**config.mk**
```make
export PLATFORM = sky130hd
export DESIGN_NAME = trs_timer
export DESIGN_NICKNAME = d
export VERILOG_FILES = /design/src/rtl/trs_pkg.sv /design/src/rtl/trs_sync3.sv /design/src/rtl/trs_timer.sv
export SDC_FILE = /design/constraint.sdc
export NUM_CORES = 1
export LEC_CHECK = 0
export ABC_AREA = 1
export BUFFER_PORTS_ARGS = -buffer_cell sky130_fd_sc_hd__buf_2
export CAP_MARGIN = 20
export CELL_PAD_IN_SITES_DETAIL_PLACEMENT = 2
export CELL_PAD_IN_SITES_GLOBAL_PLACEMENT = 2
export CORE_ASPECT_RATIO = 0.7
export CORE_MARGIN = 10
export CORE_UTILIZATION = 31
export DETAILED_ROUTE_END_ITERATION = 10
export HOLD_SLACK_MARGIN = 0.08
export PLACE_DENSITY = 0.86
export SYNTH_ARGS = -nofsm -noshare
export SYNTH_HDL_FRONTEND = slang
export SYNTH_SLANG_ARGS = --single-unit
```
**constraint.sdc**
```tcl
create_clock -name clk_in -period 1.9 [get_ports clk_in]
set_clock_uncertainty 0.1 [all_clocks]
set_input_delay 0.095 -clock clk_in [delete_from_list [all_inputs] [get_ports clk_in]]
set_output_delay 0.095 -clock clk_in [all_outputs]
set_load 0.01 [all_outputs]
```
**src/rtl/trs_pkg.sv**
```systemverilog
// Purpose: shared constants for the rollover timer with sleep counting and capture/compare time base
// Assumes: AXI4-Lite register access, 32-bit data, one word per register
// Notes:   all offsets are byte addresses
package trs_pkg;

  // register byte offsets
  localparam logic [7:0] TRS_OFS_TIMER_CTRL  = 8'h00; // timer_control_register
  localparam logic [7:0] TRS_OFS_CNT_LO      = 8'h04; // counter_low_byte
  localparam logic [7:0] TRS_OFS_CNT_HI      = 8'h08; // counter_high_byte
  localparam logic [7:0] TRS_OFS_CC_LO       = 8'h0C; // capcomp_low_byte
  localparam logic [7:0] TRS_OFS_CC_HI       = 8'h10; // capcomp_high_byte
  localparam logic [7:0] TRS_OFS_CC_CTRL     = 8'h14; // capture/compare mode control
  localparam logic [7:0] TRS_OFS_GLOBAL_IRQ  = 8'h18; // global_interrupt_control
  localparam logic [7:0] TRS_OFS_PERIPH_IE   = 8'h1C; // peripheral_interrupt_enable_one
  localparam logic [7:0] TRS_OFS_PERIPH_IF   = 8'h20; // peripheral_interrupt_flag_one

  // field positions
  localparam int TRS_BIT_RUN       = 0; // timer_run_enable
  localparam int TRS_BIT_CLK_SEL   = 1; // clock_source_select: 1 = external pin
  localparam int TRS_BIT_SYNC_BYP  = 2; // sync_bypass: 1 = asynchronous counter
  localparam int TRS_BIT_OSC_EN    = 3; // secondary_osc_enable
  localparam int TRS_BIT_CAPTURE   = 0; // capture mode
  localparam int TRS_BIT_COMPARE   = 1; // compare mode
  localparam int TRS_BIT_AUTO_TRIG = 2; // compare match is an auto-conversion trigger
  localparam int TRS_BIT_GLOBAL_IE = 7; // global_irq_enable
  localparam int TRS_BIT_PERIPH_IE = 6; // peripheral_irq_enable
  localparam int TRS_BIT_TMR_OVF   = 0; // timer overflow enable / flag
  localparam int TRS_BIT_CC_EVT    = 2; // capture/compare enable / flag

  // reset values
  localparam logic [7:0]  TRS_RST_BYTE    = 8'h00;
  localparam logic [15:0] TRS_RST_WORD    = 16'h0000;
  localparam logic [15:0] TRS_CNT_ALL_ONE = 16'hFFFF;

  // AXI response codes
  localparam logic [1:0] TRS_RESP_OKAY   = 2'h0;
  localparam logic [1:0] TRS_RESP_SLVERR = 2'h2;

endpackage : trs_pkg

```
**src/rtl/trs_sync3.sv**
```systemverilog
// Purpose: three-stage synchroniser for a pin, with a rising-edge pulse
// Assumes: pin is asynchronous to clk_in
// Notes:   a change counts once stages two and three agree; stage one feeds only stage two
`timescale 1ns/10ps
module trs_sync3 (
  // clock and reset
  input  wire logic clk_in,
  input  wire logic nrst_in,
  // pin side
  input  wire logic pin_in,
  // synchronised side
  output logic      level_out,
  output logic      rise_out
);

  logic stage1_q;
  logic stage2_q;
  logic stage3_q;
  logic level_q;

  // three flip-flop chain
  always_ff @(posedge clk_in or negedge nrst_in) begin
    if (!nrst_in) begin
      stage1_q <= 1'b0;
      stage2_q <= 1'b0;
      stage3_q <= 1'b0;
    end else begin
      stage1_q <= pin_in;
      stage2_q <= stage1_q;
      stage3_q <= stage2_q;
    end
  end

  // accepted level moves only when stages two and three agree
  always_ff @(posedge clk_in or negedge nrst_in) begin
    if (!nrst_in) begin
      level_q <= 1'b0;
    end else if (stage2_q == stage3_q) begin
      level_q <= stage3_q;
    end
  end

  // level and single-cycle rise pulse, idle low after reset so no false edge
  assign level_out = level_q;
  assign rise_out  = (stage2_q == stage3_q) & stage3_q & ~level_q;

endmodule : trs_sync3

```
**src/rtl/trs_timer.sv**
```systemverilog
// Purpose: 16-bit rollover timer with overflow flag, sleep counting, wake-up and capture/compare time base
// Assumes: AXI4-Lite slave at 100 MHz on clk_in; external clock and capture event arrive on pins
// Notes:   counter priority is software write, then auto-trigger clear, then increment
// Overview of operation
// counter counts up in sixteen bits and wraps from all ones to zero.
// every wrap sets the timer overflow flag in the peripheral flag register.
// overflow interrupt request needs run, overflow enable, peripheral enable and global enable.
// software clears the overflow flag; hardware keeps it set until then.
// software should zero counter and flag before enabling the interrupt.
// in sleep only the asynchronous external-clock counter advances; otherwise it holds.
// software sets run, enables, sync bypass, source and oscillator to allow wake.
// overflow in sleep wakes the device; with global enable it also interrupts.
// secondary oscillator keeps running in sleep whatever the sync bypass bit.
// capture and compare use the 16-bit counter as their time base.
// a capture event copies the counter into the capture/compare pair.
// in compare mode a match raises an event, optionally an auto-conversion trigger.
// an auto-conversion trigger clears the counter to zero.
// the trigger clear never sets the overflow flag; compare flag may still set.
// with auto trigger the compare pair acts as the counter period.
// software should use synchronous instruction-clock counting with auto triggers.
// a counter byte write in the trigger cycle wins over the clear.
// counter advances once per selected tick only while run enable is set.
// overflow flag sets in the wrap cycle regardless of interrupt enables.
`timescale 1ns/10ps
module trs_timer
  import trs_pkg::*;
(
  // clock and reset
  input  wire logic        clk_in,
  input  wire logic        nrst_in,
  // AXI4-Lite write address and data
  input  wire logic [7:0]  s_axi_awaddr_in,
  input  wire logic        s_axi_awvalid_in,
  output logic             s_axi_awready_out,
  input  wire logic [31:0] s_axi_wdata_in,
  input  wire logic [3:0]  s_axi_wstrb_in,
  input  wire logic        s_axi_wvalid_in,
  output logic             s_axi_wready_out,
  // AXI4-Lite write response
  output logic [1:0]       s_axi_bresp_out,
  output logic             s_axi_bvalid_out,
  input  wire logic        s_axi_bready_in,
  // AXI4-Lite read
  input  wire logic [7:0]  s_axi_araddr_in,
  input  wire logic        s_axi_arvalid_in,
  output logic             s_axi_arready_out,
  output logic [31:0]      s_axi_rdata_out,
  output logic [1:0]       s_axi_rresp_out,
  output logic             s_axi_rvalid_out,
  input  wire logic        s_axi_rready_in,
  // device pins and state
  input  wire logic        ext_clk_in,
  input  wire logic        capture_evt_in,
  input  wire logic        sleep_in,
  // events to the system
  output logic             irq_out,
  output logic             wake_out,
  output logic             compare_evt_out,
  output logic             auto_trig_out,
  output logic             osc_run_out
);

  // register state
  logic [7:0]  tctrl_q;
  logic [7:0]  ccctrl_q;
  logic [7:0]  gie_reg_q;
  logic [7:0]  pie_reg_q;
  logic [15:0] cnt_q;
  logic [15:0] cnt_d;
  logic [15:0] cc_q;
  logic        ovf_flag_q;
  logic        cc_flag_q;
  // bus state
  logic        awready_q;
  logic        wready_q;
  logic        arready_q;
  logic [7:0]  aw_addr_q;
  logic [31:0] w_data_q;
  logic [3:0]  w_strb_q;
  logic        bvalid_q;
  logic [1:0]  bresp_q;
  logic        rvalid_q;
  logic [31:0] rdata_q;
  logic [1:0]  rresp_q;
  logic [31:0] rdata_d;
  logic        rd_hit;
  // outputs
  logic        irq_q;
  logic        wake_q;
  logic        cmp_evt_q;
  logic        auto_q;
  logic        osc_q;
  // internal
  logic        ext_tick;
  logic        cap_rise;
  logic        wr_do;
  logic        wr_lo;
  logic        wr_lo_cnt;
  logic        wr_hi_cnt;
  logic        wr_cnt;
  logic        tick;
  logic        inc;
  logic        wrap;
  logic        match;
  logic        trig;
  logic        async_mode;

  // pin synchronisers
  trs_sync3 u_ext_sync (
    .clk_in    (clk_in),
    .nrst_in   (nrst_in),
    .pin_in    (ext_clk_in),
    .level_out (),
    .rise_out  (ext_tick)
  );

  trs_sync3 u_cap_sync (
    .clk_in    (clk_in),
    .nrst_in   (nrst_in),
    .pin_in    (capture_evt_in),
    .level_out (),
    .rise_out  (cap_rise)
  );

  // bus write takes place once address and data are both held
  assign wr_do     = ~awready_q & ~wready_q & ~bvalid_q;
  assign wr_lo     = wr_do & w_strb_q[0];
  assign wr_lo_cnt = wr_lo & (aw_addr_q == TRS_OFS_CNT_LO);
  assign wr_hi_cnt = wr_lo & (aw_addr_q == TRS_OFS_CNT_HI);
  assign wr_cnt    = wr_lo_cnt | wr_hi_cnt;

  // counting conditions
  assign async_mode = tctrl_q[TRS_BIT_CLK_SEL] & tctrl_q[TRS_BIT_SYNC_BYP];
  assign tick  = tctrl_q[TRS_BIT_CLK_SEL] ? ext_tick : 1'b1;
  assign inc   = tctrl_q[TRS_BIT_RUN] & tick & (~sleep_in | async_mode); // see R18
  assign wrap  = inc & (cnt_q == TRS_CNT_ALL_ONE);
  assign match = ccctrl_q[TRS_BIT_COMPARE] & (cc_q == cnt_q);           // see R12
  assign trig  = match & ccctrl_q[TRS_BIT_AUTO_TRIG];

  // counter next value: write beats clear beats increment
  always_comb begin
    cnt_d = cnt_q;
    if (wr_cnt) begin
      if (wr_lo_cnt) cnt_d[7:0] = w_data_q[7:0];
      if (wr_hi_cnt) cnt_d[15:8] = w_data_q[7:0];
    end else if (trig) begin
      cnt_d = TRS_RST_WORD;
    end else if (inc) begin
      cnt_d = cnt_q + 16'h0001;
    end
  end

  // counter register
  always_ff @(posedge clk_in or negedge nrst_in) begin
    if (!nrst_in) cnt_q <= TRS_RST_WORD;
    else          cnt_q <= cnt_d;
  end

  // overflow flag: wrap sets, software write of zero clears, set wins
  always_ff @(posedge clk_in or negedge nrst_in) begin
    if (!nrst_in) begin
      ovf_flag_q <= 1'b0;
    end else if (wrap & ~wr_cnt & ~trig) begin
      ovf_flag_q <= 1'b1;                                               // see R2 see R19
    end else if (wr_lo & (aw_addr_q == TRS_OFS_PERIPH_IF)) begin
      ovf_flag_q <= w_data_q[TRS_BIT_TMR_OVF];
    end
  end

  // capture/compare flag: capture or match sets, software clears
  always_ff @(posedge clk_in or negedge nrst_in) begin
    if (!nrst_in) begin
      cc_flag_q <= 1'b0;
    end else if (match | (cap_rise & ccctrl_q[TRS_BIT_CAPTURE])) begin
      cc_flag_q <= 1'b1;
    end else if (wr_lo & (aw_addr_q == TRS_OFS_PERIPH_IF)) begin
      cc_flag_q <= w_data_q[TRS_BIT_CC_EVT];
    end
  end

  // capture/compare pair: capture event copies counter, else software write
  always_ff @(posedge clk_in or negedge nrst_in) begin
    if (!nrst_in) begin
      cc_q <= TRS_RST_WORD;
    end else if (cap_rise & ccctrl_q[TRS_BIT_CAPTURE]) begin
      cc_q <= cnt_q;                                                    // see R11
    end else if (wr_lo & (aw_addr_q == TRS_OFS_CC_LO)) begin
      cc_q[7:0] <= w_data_q[7:0];
    end else if (wr_lo & (aw_addr_q == TRS_OFS_CC_HI)) begin
      cc_q[15:8] <= w_data_q[7:0];
    end
  end

  // control registers
  always_ff @(posedge clk_in or negedge nrst_in) begin
    if (!nrst_in) begin
      tctrl_q   <= TRS_RST_BYTE;
      ccctrl_q  <= TRS_RST_BYTE;
      gie_reg_q <= TRS_RST_BYTE;
      pie_reg_q <= TRS_RST_BYTE;
    end else if (wr_lo) begin
      if (aw_addr_q == TRS_OFS_TIMER_CTRL) tctrl_q <= {4'h0, w_data_q[3:0]};
      if (aw_addr_q == TRS_OFS_CC_CTRL)    ccctrl_q <= {5'h00, w_data_q[2:0]};
      if (aw_addr_q == TRS_OFS_GLOBAL_IRQ) gie_reg_q <= {w_data_q[7:6], 6'h00};
      if (aw_addr_q == TRS_OFS_PERIPH_IE)  pie_reg_q <= {5'h00, w_data_q[2], 1'b0, w_data_q[0]};
    end
  end

  // interrupt, wake and event outputs
  always_ff @(posedge clk_in or negedge nrst_in) begin
    if (!nrst_in) begin
      irq_q     <= 1'b0;
      wake_q    <= 1'b0;
      cmp_evt_q <= 1'b0;
      auto_q    <= 1'b0;
      osc_q     <= 1'b0;
    end else begin
      irq_q     <= ((ovf_flag_q & pie_reg_q[TRS_BIT_TMR_OVF] & tctrl_q[TRS_BIT_RUN]) |
                    (cc_flag_q & pie_reg_q[TRS_BIT_CC_EVT])) &
                   gie_reg_q[TRS_BIT_PERIPH_IE] & gie_reg_q[TRS_BIT_GLOBAL_IE];   // see R3
      wake_q    <= sleep_in & ovf_flag_q & pie_reg_q[TRS_BIT_TMR_OVF] &
                   tctrl_q[TRS_BIT_RUN] & gie_reg_q[TRS_BIT_PERIPH_IE];
      cmp_evt_q <= match;
      auto_q    <= trig;
      osc_q     <= tctrl_q[TRS_BIT_OSC_EN];
    end
  end

  // write channel: hold address and data until both are present
  always_ff @(posedge clk_in or negedge nrst_in) begin
    if (!nrst_in) begin
      awready_q <= 1'b1;
      wready_q  <= 1'b1;
      aw_addr_q <= 8'h00;
      w_data_q  <= 32'h0000_0000;
      w_strb_q  <= 4'h0;
      bvalid_q  <= 1'b0;
      bresp_q   <= TRS_RESP_OKAY;
    end else begin
      if (s_axi_awvalid_in & awready_q) begin
        awready_q <= 1'b0;
        aw_addr_q <= s_axi_awaddr_in;
      end
      if (s_axi_wvalid_in & wready_q) begin
        wready_q <= 1'b0;
        w_data_q <= s_axi_wdata_in;
        w_strb_q <= s_axi_wstrb_in;
      end
      if (wr_do) begin
        bvalid_q <= 1'b1;
        bresp_q  <= (aw_addr_q > TRS_OFS_PERIPH_IF || aw_addr_q[1:0] != 2'h0) ?
                    TRS_RESP_SLVERR : TRS_RESP_OKAY;
      end
      if (bvalid_q & s_axi_bready_in) begin
        bvalid_q  <= 1'b0;
        awready_q <= 1'b1;
        wready_q  <= 1'b1;
      end
    end
  end

  // read mux
  always_comb begin
    rdata_d = 32'h0000_0000;
    rd_hit  = 1'b1;
    unique case (s_axi_araddr_in)
      TRS_OFS_TIMER_CTRL: rdata_d[7:0] = tctrl_q;
      TRS_OFS_CNT_LO:     rdata_d[7:0] = cnt_q[7:0];
      TRS_OFS_CNT_HI:     rdata_d[7:0] = cnt_q[15:8];
      TRS_OFS_CC_LO:      rdata_d[7:0] = cc_q[7:0];
      TRS_OFS_CC_HI:      rdata_d[7:0] = cc_q[15:8];
      TRS_OFS_CC_CTRL:    rdata_d[7:0] = ccctrl_q;
      TRS_OFS_GLOBAL_IRQ: rdata_d[7:0] = gie_reg_q;
      TRS_OFS_PERIPH_IE:  rdata_d[7:0] = pie_reg_q;
      TRS_OFS_PERIPH_IF:  rdata_d[7:0] = {5'h00, cc_flag_q, 1'b0, ovf_flag_q};
      default:            rd_hit = 1'b0;
    endcase
  end

  // read channel: one cycle from address to data
  always_ff @(posedge clk_in or negedge nrst_in) begin
    if (!nrst_in) begin
      rvalid_q  <= 1'b0;
      arready_q <= 1'b1;
      rdata_q   <= 32'h0000_0000;
      rresp_q   <= TRS_RESP_OKAY;
    end else if (s_axi_arvalid_in & arready_q) begin
      rvalid_q  <= 1'b1;
      arready_q <= 1'b0;
      rdata_q   <= rdata_d;
      rresp_q   <= rd_hit ? TRS_RESP_OKAY : TRS_RESP_SLVERR;
    end else if (rvalid_q & s_axi_rready_in) begin
      rvalid_q  <= 1'b0;
      arready_q <= 1'b1;
    end
  end

  // port drive
  assign s_axi_awready_out = awready_q;
  assign s_axi_wready_out  = wready_q;
  assign s_axi_bvalid_out  = bvalid_q;
  assign s_axi_bresp_out   = bresp_q;
  assign s_axi_arready_out = arready_q;
  assign s_axi_rvalid_out  = rvalid_q;
  assign s_axi_rdata_out   = rdata_q;
  assign s_axi_rresp_out   = rresp_q;
  assign irq_out           = irq_q;
  assign wake_out          = wake_q;
  assign compare_evt_out   = cmp_evt_q;
  assign auto_trig_out     = auto_q;
  assign osc_run_out       = osc_q;
endmodule : trs_timer

```
* Yosys cells after proc, flatten, opt, wreduce, memory -nomap -nowiden
Cells that the tools add are included.
** Word-level totals
- Word-level logic and storage cells :: 155
- Output and inout bits :: 46
- Register bits :: 92
** Operators by class
- Bitwise logic cells :: 47
- $add $sub $neg :: 1
- Reduce and logical (&&, ||, !) cells :: 21
- Magnitude comparators :: 1
- Muxes and demuxes :: 28
- Equal/unequal tests :: 23
** Operator list (count)
- 8-bit one-hot mux with 9 select lines :: 1
- 8-bit by 5-bit equality test with 1-bit output, second input constant :: 8
- 16-bit 2-to-1 mux :: 4
- 8-bit 2-to-1 mux :: 5
- 1-bit bitwise AND :: 35
- 8-bit by 4-bit equality test with 1-bit output, second input constant :: 4
- 2-bit nonzero test :: 9
- 16-bit by 1-bit adder with 16-bit output, second input constant :: 1
- 16-bit equality test :: 1
- 16-bit equality test, second input constant :: 1
- 8-bit by 3-bit equality test with 1-bit output, second input constant :: 2
- 8-bit by 6-bit equality test with 1-bit output, second input constant :: 2
- 8-bit zero test :: 2
- 1-bit 2-to-1 mux :: 16
- 2-bit AND reduction :: 7
- 9-bit OR reduction :: 1
- 8-bit by 6-bit greater-than comparator with 1-bit output, second input constant :: 1
- 1-bit inverter :: 8
- 2-bit inequality test, second input constant :: 3
- 2-bit 2-to-1 mux :: 2
- 1-bit OR :: 4
- 3-bit nonzero test :: 1
- 1-bit equality test :: 2
- 1-bit logical OR :: 1

* Depth between registers and ports, before layout
Gate-level depths: netlist of run 1.
- Depth after elaboration :: 10
- Mapped depth :: 13
- Depth with buffers taken out :: 13

* Cells and area by module
Synthesis of run 1 repeated with hierarchy kept, for this count alone.
** Second synthesis, totals
- Cells, all modules :: 703
- Area total of the unflattened synthesis :: 5138.7 sq um
** By module, submodules not included
- trs_timer :: seq. area each 2055.7 sq um, area an instance 4868.4 sq um, cells an instance 681, instances 1
- trs_sync3 :: seq. area each 100.1 sq um, area an instance 135.1 sq um, cells an instance 11, instances 2

* Worst setup path after synthesis of run 1
Ideal clock, no wire load.
- Path kind :: register to register
- Start point :: register wready_q, in the netlist s_axi_wready_out
- End point :: register cnt_q[3]
- Setup slack :: 0.269 ns
- Arrival time :: 1.466 ns
- Stages on the path, launching flop included :: 10
- Required time :: 1.735 ns
- Cells stage by stage :: dfstp_2 > nor2_1 > nand3_1 > nor2_1 > buf_4 > nand2_1 > inv_1 > a21oi_4 > nand2_1 > nand2_1
** Between the ends
- Cells in the longest elaborated chain, start to end :: 8
- Elaborated cells on any way between the ends :: 11
** RTL lines
- start: declaration :: RTL line trs_timer.sv:75 : logic wready_q;
- start signal: assignment :: RTL line trs_timer.sv:233 : wready_q <= 1'b1;
- start signal: assignment :: RTL line trs_timer.sv:245 : wready_q <= 1'b0;
- start signal: assignment :: RTL line trs_timer.sv:257 : wready_q <= 1'b1;
- 1-bit inverter * :: RTL line trs_timer.sv:126 : assign wr_do = ~awready_q & ~wready_q & ~bvalid_q;
- 1-bit bitwise AND * (2 in a row) :: RTL line trs_timer.sv:126
- 1-bit bitwise AND * :: RTL line trs_timer.sv:127 : assign wr_lo = wr_do & w_strb_q[0];
- 1-bit bitwise AND (on tied branches) :: RTL line trs_timer.sv:128, trs_timer.sv:129
- 1-bit OR :: RTL line trs_timer.sv:130 : assign wr_cnt = wr_lo_cnt | wr_hi_cnt;
- 2-bit inequality test (no line) / 3-bit nonzero test (equally long branches)
- 2-bit AND reduction (no line)
- end signal: assignment :: RTL line trs_timer.sv:156 : else cnt_q <= cnt_d;
- end: declaration :: RTL line trs_timer.sv:68 : logic [15:0] cnt_q;
Every way passes the cells marked *; elsewhere a longest branch is shown, timed or not.
A chain may end at the register's enable or synchronous reset.

* Worst setup path in the final report of run 1
- Start point :: register aw_addr_q[6]
- End point :: register cnt_q[2]
** Between the ends
- Cells in the longest elaborated chain, start to end :: 5
- Elaborated cells on any way between the ends :: 9
** RTL lines
- start: declaration :: RTL line trs_timer.sv:77 : logic [7:0] aw_addr_q;
- start signal: assignment :: RTL line trs_timer.sv:242 : aw_addr_q <= s_axi_awaddr_in;
- 8-bit by 3-bit equality test with 1-bit output / 8-bit by 4-bit equality test with 1-bit output (equally long branches) :: RTL line trs_timer.sv:128, trs_timer.sv:129
- 1-bit bitwise AND (on tied branches) :: RTL line trs_timer.sv:128, trs_timer.sv:129
- 1-bit OR :: RTL line trs_timer.sv:130
- 2-bit inequality test (no line) / 3-bit nonzero test (equally long branches)
- 2-bit AND reduction (no line)
Parallel ways exist; a longest one is shown, timed or not.

==> metrics.csv, run 1 <==
stage,metric,value,unit
status,outcome,"complete, but fails checks",
status,violations,setup timing,
sta,post-route-period-util,117,%
critical_path,start_kind,flip-flop,
logic_synthesis,synth_cell_types,35,
clocking,root_buffer,clkbuf_16,
power,finalPower,7770,uW
grt,grt_first_pass_wirelength,45300,microns
finish,fin_nets,1001,
finish,design_area,7830,sq um
die,core_area,17100,sq um
route,ant_nets,0,
power,p_per_area,992,nW/um^2
finish,drive_gt1_share,39.9,%
route,vias,6589,
die,io_pins,108,
sta,fin_setup_tns,-5.40,ns
grt,grt_max_degree,41,
sta,slew_headroom,56.4,%
logic_synthesis,ys_seq_elements,90,
sta,setup_viol,38,
critical_path,r2r_end,cnt_q[2],
die,die_w,178,microns
placement,portBuffers,54,
finish,multi_input_comb_area,3090,sq um
grt,grt_usage,26.2,%
logic_synthesis,synthArstFlopShare,100,%
logic_synthesis,yosysSeqAreaShare,41.7,%
critical_path,critPathCaptureType,flip-flop,
sta,fmax,451,MHz
finish,area_growth,44.8,%
logic_synthesis,synth_commonest_cells,"nand2_1 (262), dfrtp_1 (87), inv_1 (69), nor2_1 (65), nand3_1 (38)",
logic_synthesis,synth_compound_area_share,9.22,%
clocking,clock_path_buffers,2,
route,dr.pass1.iters,5,
placement,place_area,6440,sq um
logic_synthesis,synth_area_leaders,"dfrtp_1 (40%), nand2_1 (18%), inv_1 (4.8%), nor2_1 (4.5%), buf_4 (4.0%)",
logic_synthesis,synth_area,5400,sq um
logic_synthesis,synth_top_area_share,40.3,%
die,rows,40,
clocking,cts_tree,done,
die,die_h,130,microns
logic_synthesis,synth_most_common_cell,nand2_1,
clocking,cts_htree_levels,3,
grt,first_global_vias,7127,
critical_path,critPathKind,reg2reg,
clocking,cts.clk_slew.worst_paths,0.09,ns
placement,finalWeightedCongestion,0.930,
sta,post-route-min-period,2.22,ns
grt,globalRouteOverflowTotal,0,
placement,dp_hpwl,18800,microns
finish,fin_util,45.7,%
finish,fillerInstances,1941,
logic_synthesis,ys_warn_count,0,
flow_run,maxCapViolCount,0,
clocking,numCtsBuffers,9,
logic_synthesis,synthMuxAreaShare,1.25,%
die,die_area,23200,sq um
route,viasPerCell,5.62,
logic_synthesis,avgSynthCellArea,7.32,sq um
clocking,cts_sinks,90,
critical_path,r2r_setup_slack,-0.32,ns
logic_synthesis,syn_inst,738,
logic_synthesis,synth-simple-area-share,35.2,%
critical_path,r2r-start,aw_addr_q[6],
logic_synthesis,synthAdderAreaFrac,0.695,%
critical_path,worstPathMaxFanout,8,
min_path,hold_path_class,in2async,
critical_path,cp.arrival,2.42,ns
sta,rsz0062_at_grt,yes,
grt,grt_antenna_before_repair,1,
route,wl,34300,microns
route,drc,0,
sta,hold_ws,0.183,ns
sta,tightest_slew,0.653,ns
power,p_leak,0.00392,uW
sta,hold_violations,0,
die,initial_core_util,31.6,%
logic_synthesis,synth_top_family_by_area,simple AND/OR/NAND/NOR gates,
power,irDropWorstVdd,560,uV
logic_synthesis,post_synth_xor_area_fraction,0.972,%
logic_synthesis,synth-main-ff-cell,dfrtp_1,
clocking,clk_latency,0.39,ns
critical_path,crit_required,2.10,ns
logic_synthesis,synth-edff-count,0,
critical_path,r2r_cells,9,
sta,drv_slew,0,
logic_synthesis,yosysTopAreaCell,dfrtp_1,
route,drt-initial-drc-count,568,
route,wl_per_cell,29.3,microns
sta,setup_slack,-0.319,ns
finish,register_area,2280,sq um
-- critical path, stage by stage (launching register included) --
cell     delay [ns]
dfrtp_1        0.45
nor2_4         0.23
nand3_4        0.14
inv_4          0.11
nand2_2        0.12
a21oi_4        0.29
nor2_4         0.11
a21oi_4        0.32
nand2_1        0.14
nand2_1        0.13
-- cells in the final DEF (no fill, tap or decap), types with 27 or more instances in the layout --
master	Yosys	routed
inv_1	69	57
nor2_1	65	46
nand3_1	38	28
nand2_1	262	210
buf_4	29	102
inv_2	18	27
buf_2	0	53
dlygate4sd3_1	0	31
dfrtp_1	87	69
nand2_2	16	56
-- cell families after synthesis --
| logic type | Yosys count |
|---|---|
| compound gates | 79 |
| xor+xnor | 6 |
| fa+ha+maj | 3 |
| buf+inv | 123 |
| flops | 90 |
| mux | 6 |
| other cells | 1 |
| simple gates | 430 |
-- repair_timing --
| action | in CTS | in global routing |
|---|---|---|
| hold buffers | 31 | 0 |
| pin swaps | 10 | 22 |
| resized for setup | 59 | 102 |
| cloned | 0 | 2 |
| buffers inserted | 10 | 22 |
| hold endpoints to repair | 84 | 0 |
| endpoints found under the setup margin | 29 | 47 |
-- power by group --
group | internal [uW] | switching (uW) | total [uW] | leakage [uW]
logic | 1050 | 1890 | 2940 | 0.00265
clock network | 933 | 1060 | 1990 | 0.000145
registers | 2320 | 519 | 2840 | 0.00113
-- cell type report --
class	count	share of cell area, %
multi-input combinational	550	39.4
clock inverter	7	0.847
sequential	90	29.1
timing repair buffer	197	19.7
antenna	1	0.0320
tap	231	3.69
timing repair inverter	1	0.0639
clock buffer	9	2.88
inverter	87	4.28
-- stage by stage --
step	setup WS, ns	instances
after global placement	-0.0135	1091
after CTS	-0.0438	1148
final	-0.319	1173
after floorplan	0.269	763
after detailed placement	-0.301	1091
after global routing	-0.366	1173
-- layer usage --
metal / wire [microns] / track usage (%) / up-vias
li1: - / - / 2691
met4: 2270 / 13.0 / 0
met5: 0 / 0 / -
met2: 16300 / 45.0 / 439
met3: 2830 / 6.39 / 164
met1: 13000 / 30.2 / 3295
-- how the worst max path moves through the flow --
stage	from	to	slack, ns	cells past startpoint
after detailed placement	cnt_q[1]	cnt_q[12]	-0.30	9
after floorplan	s_axi_wready_out	cnt_q[3]	0.27	9
final	aw_addr_q[6]	cnt_q[2]	-0.32	9
after CTS	cnt_q[11]	cnt_q[13]	-0.04	11
after global placement	cnt_q[9]	auto_trig_out	-0.01	6
after global routing	aw_addr_q[6]	cnt_q[2]	-0.37	9
-- registers in the layout (all words and copies together) (netlist names), 2 cells and up --
signal / flops
cnt_q: 16
s_axi_rdata_out: 8
cc_q: 16
pie_reg_q: 2
tctrl_q: 4
ccctrl_q: 3
w_data_q: 8
aw_addr_q: 8
gie_reg_q: 2
(Power assumes the default switching activity.)
==> run 2, diff against run 1 <==
ABC_AREA = default   (was 1)
CORE_UTILIZATION = 34   (was 31)
==> run 2 against run 1 <==
Against the previous run:
- count of clock-buffer cells in the layout up 5
- sequential cell count unchanged
- first-iteration DRC count down 12%
- the flow still finishes with violations (setup timing)
- largest cell class unchanged
- final area down 8.3%
- synthesized cell count down 30%
- area after synthesis down 6.4%
- sequential power up 5%
==> metrics.csv, run 2 <==
stage,metric,value,unit
route,wl_per_cell,29.3,microns
logic_synthesis,syn_inst,514,
finish,antenna_cells,0,
min_path,hold_path_class,in2reg,
sta,hold_violations,0,
grt,grt_antenna_before_repair,0,
critical_path,cp_common_cell,buf_4,
critical_path,r2r_end,cnt_q[14],
critical_path,r2r_cells,9,
sta,slew_headroom,51.0,%
die,rows,37,
sta,post-route-period-util,123,%
critical_path,worstPathCellList,"and2b_2, a2111o_1, a2111oi_4, buf_4, buf_4, buf_6, a31oi_4, nand2_1, a32oi_1",
sta,setup_viol,47,
route,vias,5249,
critical_path,r2r_setup_slack,-0.44,ns
grt,grt_first_pass_wirelength,38700,microns
critical_path,r2r-start,cnt_q[2],
critical_path,crit_start,cnt_q[2],
logic_synthesis,avgSynthCellArea,9.84,sq um
die,die_area,20200,sq um
power,p_leak,0.00334,uW
route,viasPerCell,5.85,
critical_path,critical-path-max-stage-delay,0.42,ns
clocking,clk_latency,0.37,ns
min_path,hold_depth,4,
logic_synthesis,synth_commonest_cells,"dfrtp_1 (87), nand2_1 (61), o21ai_0 (39), mux2_2 (30)",
die,initial_core_util,34.6,%
grt,first_global_vias,5819,
critical_path,critPathKind,reg2reg,
grt,grt_usage,25.1,%
route,drt-initial-drc-count,498,
logic_synthesis,ys_seq_elements,90,
logic_synthesis,synthArstFlopShare,100,%
placement,portBuffers,54,
power,irDropWorstVdd,726,uV
finish,design_area,7180,sq um
flow_run,maxCapViolCount,0,
clocking,cts.clk_slew.worst_paths,0.07,ns
critical_path,slowest_stage,a2111o_1,
critical_path,start_kind,flip-flop,
critical_path,cp.arrival,2.47,ns
logic_synthesis,ys_warn_count,0,
logic_synthesis,synth_most_common_cell,dfrtp_1,
finish,final_common_cell,buf_4,
grt,globalRouteOverflowTotal,0,
sta,setup_slack,-0.436,ns
clocking,cts_sinks,90,
sta,hold_ws,0.111,ns
logic_synthesis,yosysTopAreaCell,dfrtp_1,
placement,place_area,6180,sq um
clocking,cts_htree_levels,3,
critical_path,worstPathMaxFanout,4,
die,io_pins,108,
die,core_area,14600,sq um
die,die_w,166,microns
sta,post-route-min-period,2.34,ns
critical_path,crit_end,cnt_q[14],
finish,reg.largest.list,"cc_q: 16 flops, cnt_q: 16 flops",
clocking,clock_path_buffers,2,
sta,drv_slew,0,
status,violations,setup timing,
logic_synthesis,synth-main-ff-cell,dfrtp_1,
placement,dp_hpwl,16500,microns
clocking,cts_tree,done,
grt,grt_max_degree,45,
status,outcome,"complete, but fails checks",
logic_synthesis,synth_area_leaders,"dfrtp_1 (43%), mux2_2 (6.7%), mux2i_1 (4.8%), nand2_1 (4.5%), o21ai_0 (3.9%)",
critical_path,crit_required,2.03,ns
logic_synthesis,synth_area,5060,sq um
logic_synthesis,synth_cell_types,74,
route,drc,0,
finish,area_growth,41.9,%
finish,drive_gt1_share,39.0,%
finish,fin_util,49.1,%
placement,finalWeightedCongestion,0.906,
route,dr.pass1.iters,6,
route,wl,26300,microns
finish,fin_nets,763,
finish,layout_common_cells,"buf_4 (102), dfrtp_1 (87), nand2_1 (57), buf_2 (53), dlygate4sd3_1 (29)",
critical_path,critPathCaptureType,flip-flop,
logic_synthesis,synth-edff-count,0,
clocking,numCtsBuffers,9,
logic_synthesis,synth_top_area_share,43.0,%
sta,rsz0062_at_grt,yes,
logic_synthesis,yosysSeqAreaShare,44.6,%
sta,tightest_slew,0.735,ns
die,die_h,122,microns
power,p_per_area,1050,nW/um^2
route,ant_nets,0,
sta,fmax,428,MHz
clocking,root_buffer,clkbuf_16,
-- run 2: kinds of logic after synthesis --
family,Yosys count,share of synthesized area (%)
compound gates,112,15.6
xor+xnor,14,2.42
fa+ha+maj,3,0.742
buf+inv,66,7.42
flops,90,44.6
mux,54,11.4
other cells,1,0.0741
simple gates,174,17.7
-- run 2: layout make-up --
type | count | area, sq um
Multi-Input combinational cell | 384 | 2840
Timing Repair Buffer | 197 | 1510
Clock buffer | 14 | 254
Sequential cell | 90 | 2260
Inverter | 16 | 60.1
Tap cell | 195 | 244
Clock inverter | 2 | 13.8
Fill cell | 1516 | 7450
-- run 2: worst min path at each step --
stage | startpoint | to
after floorplan | nrst_in | auto_trig_out
after global placement | nrst_in | wake_out
after detailed placement | nrst_in | s_axi_rdata_out[0]
after CTS | s_axi_araddr_in[5] | s_axi_rdata_out[0]
after global routing | s_axi_araddr_in[5] | s_axi_rdata_out[0]
final | s_axi_araddr_in[5] | s_axi_rdata_out[0]
-- run 2: critical path, delay by kind of cell, from the launching register on --
| kind | cells | cell delay [ns] |
|---|---|---|
| compound gates | 4 | 0.92 |
| buf+inv | 3 | 0.45 |
| flops | 1 | 0.40 |
| simple gates | 2 | 0.37 |
-- run 2: repair_timing --
action                                  in CTS  in global routing
resized for setup                           51                 38
setup buffers                                9                  5
hold buffers                                29                  0
pin swaps                                   13                 11
endpoints found under the setup margin      46                 50
endpoints found under the hold margin       66                  0
cloned                                       1                  0
-- run 2: report_power, final --
group | switching, uW | internal, uW
Combinational | 1520 | 1300
Clock | 808 | 927
Sequential | 674 | 2320
-- run 2: metrics by stage --
stage	total power [uW]	TNS [ns]	setup slack, ns	cells
after floorplan	3740	-2.62	-0.256	539
after global placement	4810	-3.23	-0.279	838
after detailed placement	5050	-7.36	-0.337	838
after CTS	7080	-5.41	-0.328	893
after global routing	7790	-13.60	-0.444	898
final	7550	-11.43	-0.436	898
-- run 2: layer usage --
metal / track usage (%) / vias up / wire length (microns)
li1: - / 2193 / -
met1: 29.4 / 2712 / 10700
met2: 42.8 / 254 / 12800
met3: 5.76 / 90 / 1470
met4: 12.6 / 0 / 1360
met5: 0 / - / 0
==> run 3, diff against run 2 <==
clock period = 2.2 ns   (was 1.9 ns; I/O delays follow)
==> run 3 against run 2 <==
Against the previous run:
- the flow still finishes with violations (setup timing)
- wire length shrank 11%
- sequential share of layout area rose by 3.1 points
- final cell count shrank 6.3%
- critical path depth decreased by 2
- first-iteration DRC count decreased by 24%
- largest power group unchanged
- register-to-register slack gained 0.22 ns
- combinational power is 40% lower
- global-route usage down 2.7 points
- count of clock-buffer cells in the layout is the same
- via count fell by 6.4%
- non-clock buffer count shrank 57
- fmax fell by 3.2%
==> metrics.csv, run 3 (synthesized netlist as in run 2, its figures left out) <==
stage,metric,value,unit
status,outcome,"complete, but fails checks",
status,violations,setup timing,
critical_path,worstPathCellList,"nor2b_1, nor2_1, nor4_4, buf_4, nand2_1, nand2_1, o221a_4",
sta,post-route-min-period,2.41,ns
placement,dp_hpwl,14900,microns
clocking,numCtsBuffers,9,
critical_path,critPathCaptureType,flip-flop,
route,ant_nets,0,
power,p_sw_share,38.7,%
sta,setup_slack,-0.213,ns
placement,portBuffers,54,
power,intPower,3570,uW
critical_path,r2r-start,aw_addr_q[3],
finish,fin_util,44.8,%
power,finalPower,5820,uW
finish,fin_nets,706,
grt,grt_usage,22.3,%
sta,tightest_slew,0.717,ns
power,clockPowerShare,25.8,%
flow_run,maxCapViolCount,0,
finish,instances_no_fill,841,
grt,busiest_layer,met2,
grt,met2_usage,39.1,%
die,io_pins,108,
critical_path,crit_required,2.39,ns
power,seq_power_share,45.0,%
route,dr.pass1.iters,5,
sta,hold_violations,0,
route,viasPerCell,5.84,
power,irDropWorstVdd,457,uV
route,wl,23400,microns
route,wl_per_cell,27.8,microns
grt,grt_first_pass_wirelength,34900,microns
route,drt-initial-drc-count,379,
finish,area_growth,29.6,%
clocking,root_buffer,clkbuf_16,
critical_path,slowest_stage,dfrtp_1,
sta,drv_slew,0,
power,p_per_area,888,nW/um^2
grt,first_global_vias,5505,
clocking,clk_latency,0.35,ns
clocking,cts_tree,done,
grt,grtUsageMet3,4.34,%
grt,globalRouteOverflowTotal,0,
clocking,clock_path_buffers,2,
min_path,min_from,s_axi_araddr_in[5],
clocking,cts_htree_levels,3,
grt,grt_max_degree,37,
critical_path,cp_common_cell,nand2_1,
grt,use_met1,26.0,%
sta,post-route-period-util,110,%
die,die_area,20200,sq um
sta,fin_setup_tns,-2.33,ns
route,drc,0,
critical_path,critPathKind,reg2reg,
sta,fmax,415,MHz
die,rows,37,
critical_path,crit_start,aw_addr_q[3],
sta,rsz0062_at_grt,yes,
die,initial_core_util,34.6,%
grt,grt_antenna_before_repair,0,
clocking,cts.clk_slew.worst_paths,0.07,ns
finish,fillerInstances,1564,
die,die_h,122,microns
power,p_sw,2250,uW
finish,drive_gt1_share,30.7,%
placement,finalWeightedCongestion,0.891,
critical_path,cp.arrival,2.60,ns
clocking,cts_sinks,90,
power,p_leak,0.00301,uW
die,core_area,14600,sq um
finish,reg.largest.list,"cc_q: 16 flops, cnt_q: 16 flops",
critical_path,critical-path-max-stage-delay,0.50,ns
placement,dp_cells,786,
critical_path,worstPathMaxFanout,9,
sta,setup_viol,17,
power,combPwrFrac,29.2,%
route,vias,4913,
finish,layout_common_cells,"dfrtp_1 (84), nand2_1 (60), buf_2 (53), buf_4 (53), o21ai_0 (37)",
finish,antenna_cells,0,
min_path,hold_path_class,in2reg,
critical_path,start_kind,flip-flop,
die,die_w,166,microns
sta,slew_headroom,51.7,%
finish,final_common_cell,dfrtp_1,
## run 3: changes by cell type in the layout (fill, tap and decap cells not counted), moves of 5 or more
cell     change
mux2_2       +5
o21ai_2      -5
o21ai_0     +16
o21ai_1     -11
mux2i_1      +9
mux2_4       -5
mux2i_2      -5
buf_6        -7
buf_4       -49
## run 3: stage by stage
step	cell area [sq um]	hold WS [ns]	setup WS (ns)
2_1_floorplan	5150	-0.286	0.0260
3_3_place_gp	5740	-0.00162	-0.00632
3_5_place_dp	5740	0.00806	-0.124
4_1_cts	6450	0.140	-0.153
5_1_grt	6550	0.173	-0.216
6_report	6550	0.148	-0.213
## run 3: area by class of cell
type                       count  area, sq um  area share (%)
multi-input combinational    384         2670            40.8
sequential                    90         2260            34.5
timing repair buffer         140         1050            16.0
clock buffer                  14          254            3.88
tap                          195          244            3.72
inverter                      16         60.1           0.917
clock inverter                 2         15.0           0.229
## run 3: what timing repair did
action,CTS,global route
gates cloned,2,0
pin swaps,23,5
endpoints found under the hold margin,93,0
hold buffers,29,0
resized for setup,17,21
buffers inserted,5,2
setup endpoints to repair,29,39
## run 3: final timing paths
path / endpoint / slack [ns] / depth (start not counted)
max in group asynchronous: cnt_q[1] / 1.11 / 3
worst min register to register: u_cap_sync.stage2_q / 0.26 / 0
worst min-delay path: s_axi_rdata_out[0] / 0.15 / 4
worst max register to register: cnt_q[2] / -0.21 / 7
worst max-delay path: cnt_q[2] / -0.21 / 7
min in group asynchronous: u_ext_sync.stage1_q / 0.17 / 2
## run 3: power groups by stage
stage                     clock network, uW  registers [uW]  logic (uW)
after global placement                    0            2500        1280
after CTS                              1500            2540        1540
final                                  1500            2620        1700
after global routing                   1580            2650        1800
after floorplan                           0            2300         920
after detailed placement                  0            2560        1390
## run 3: critical path, delay by kind of cell, from the launching register on
kind	cells	cell delay (ns)
and+or+nand+nor	5	1.27
DFF	1	0.50
buffers and inverters	1	0.26
AOI/OAI and AO/OA	1	0.22
## run 3: routing by layer
layer,share of wire (%),vias to the layer above
met1,41,2558
met2,49,218
met5,0,-
li1,-,2076
met4,4.1,0
met3,5.8,61
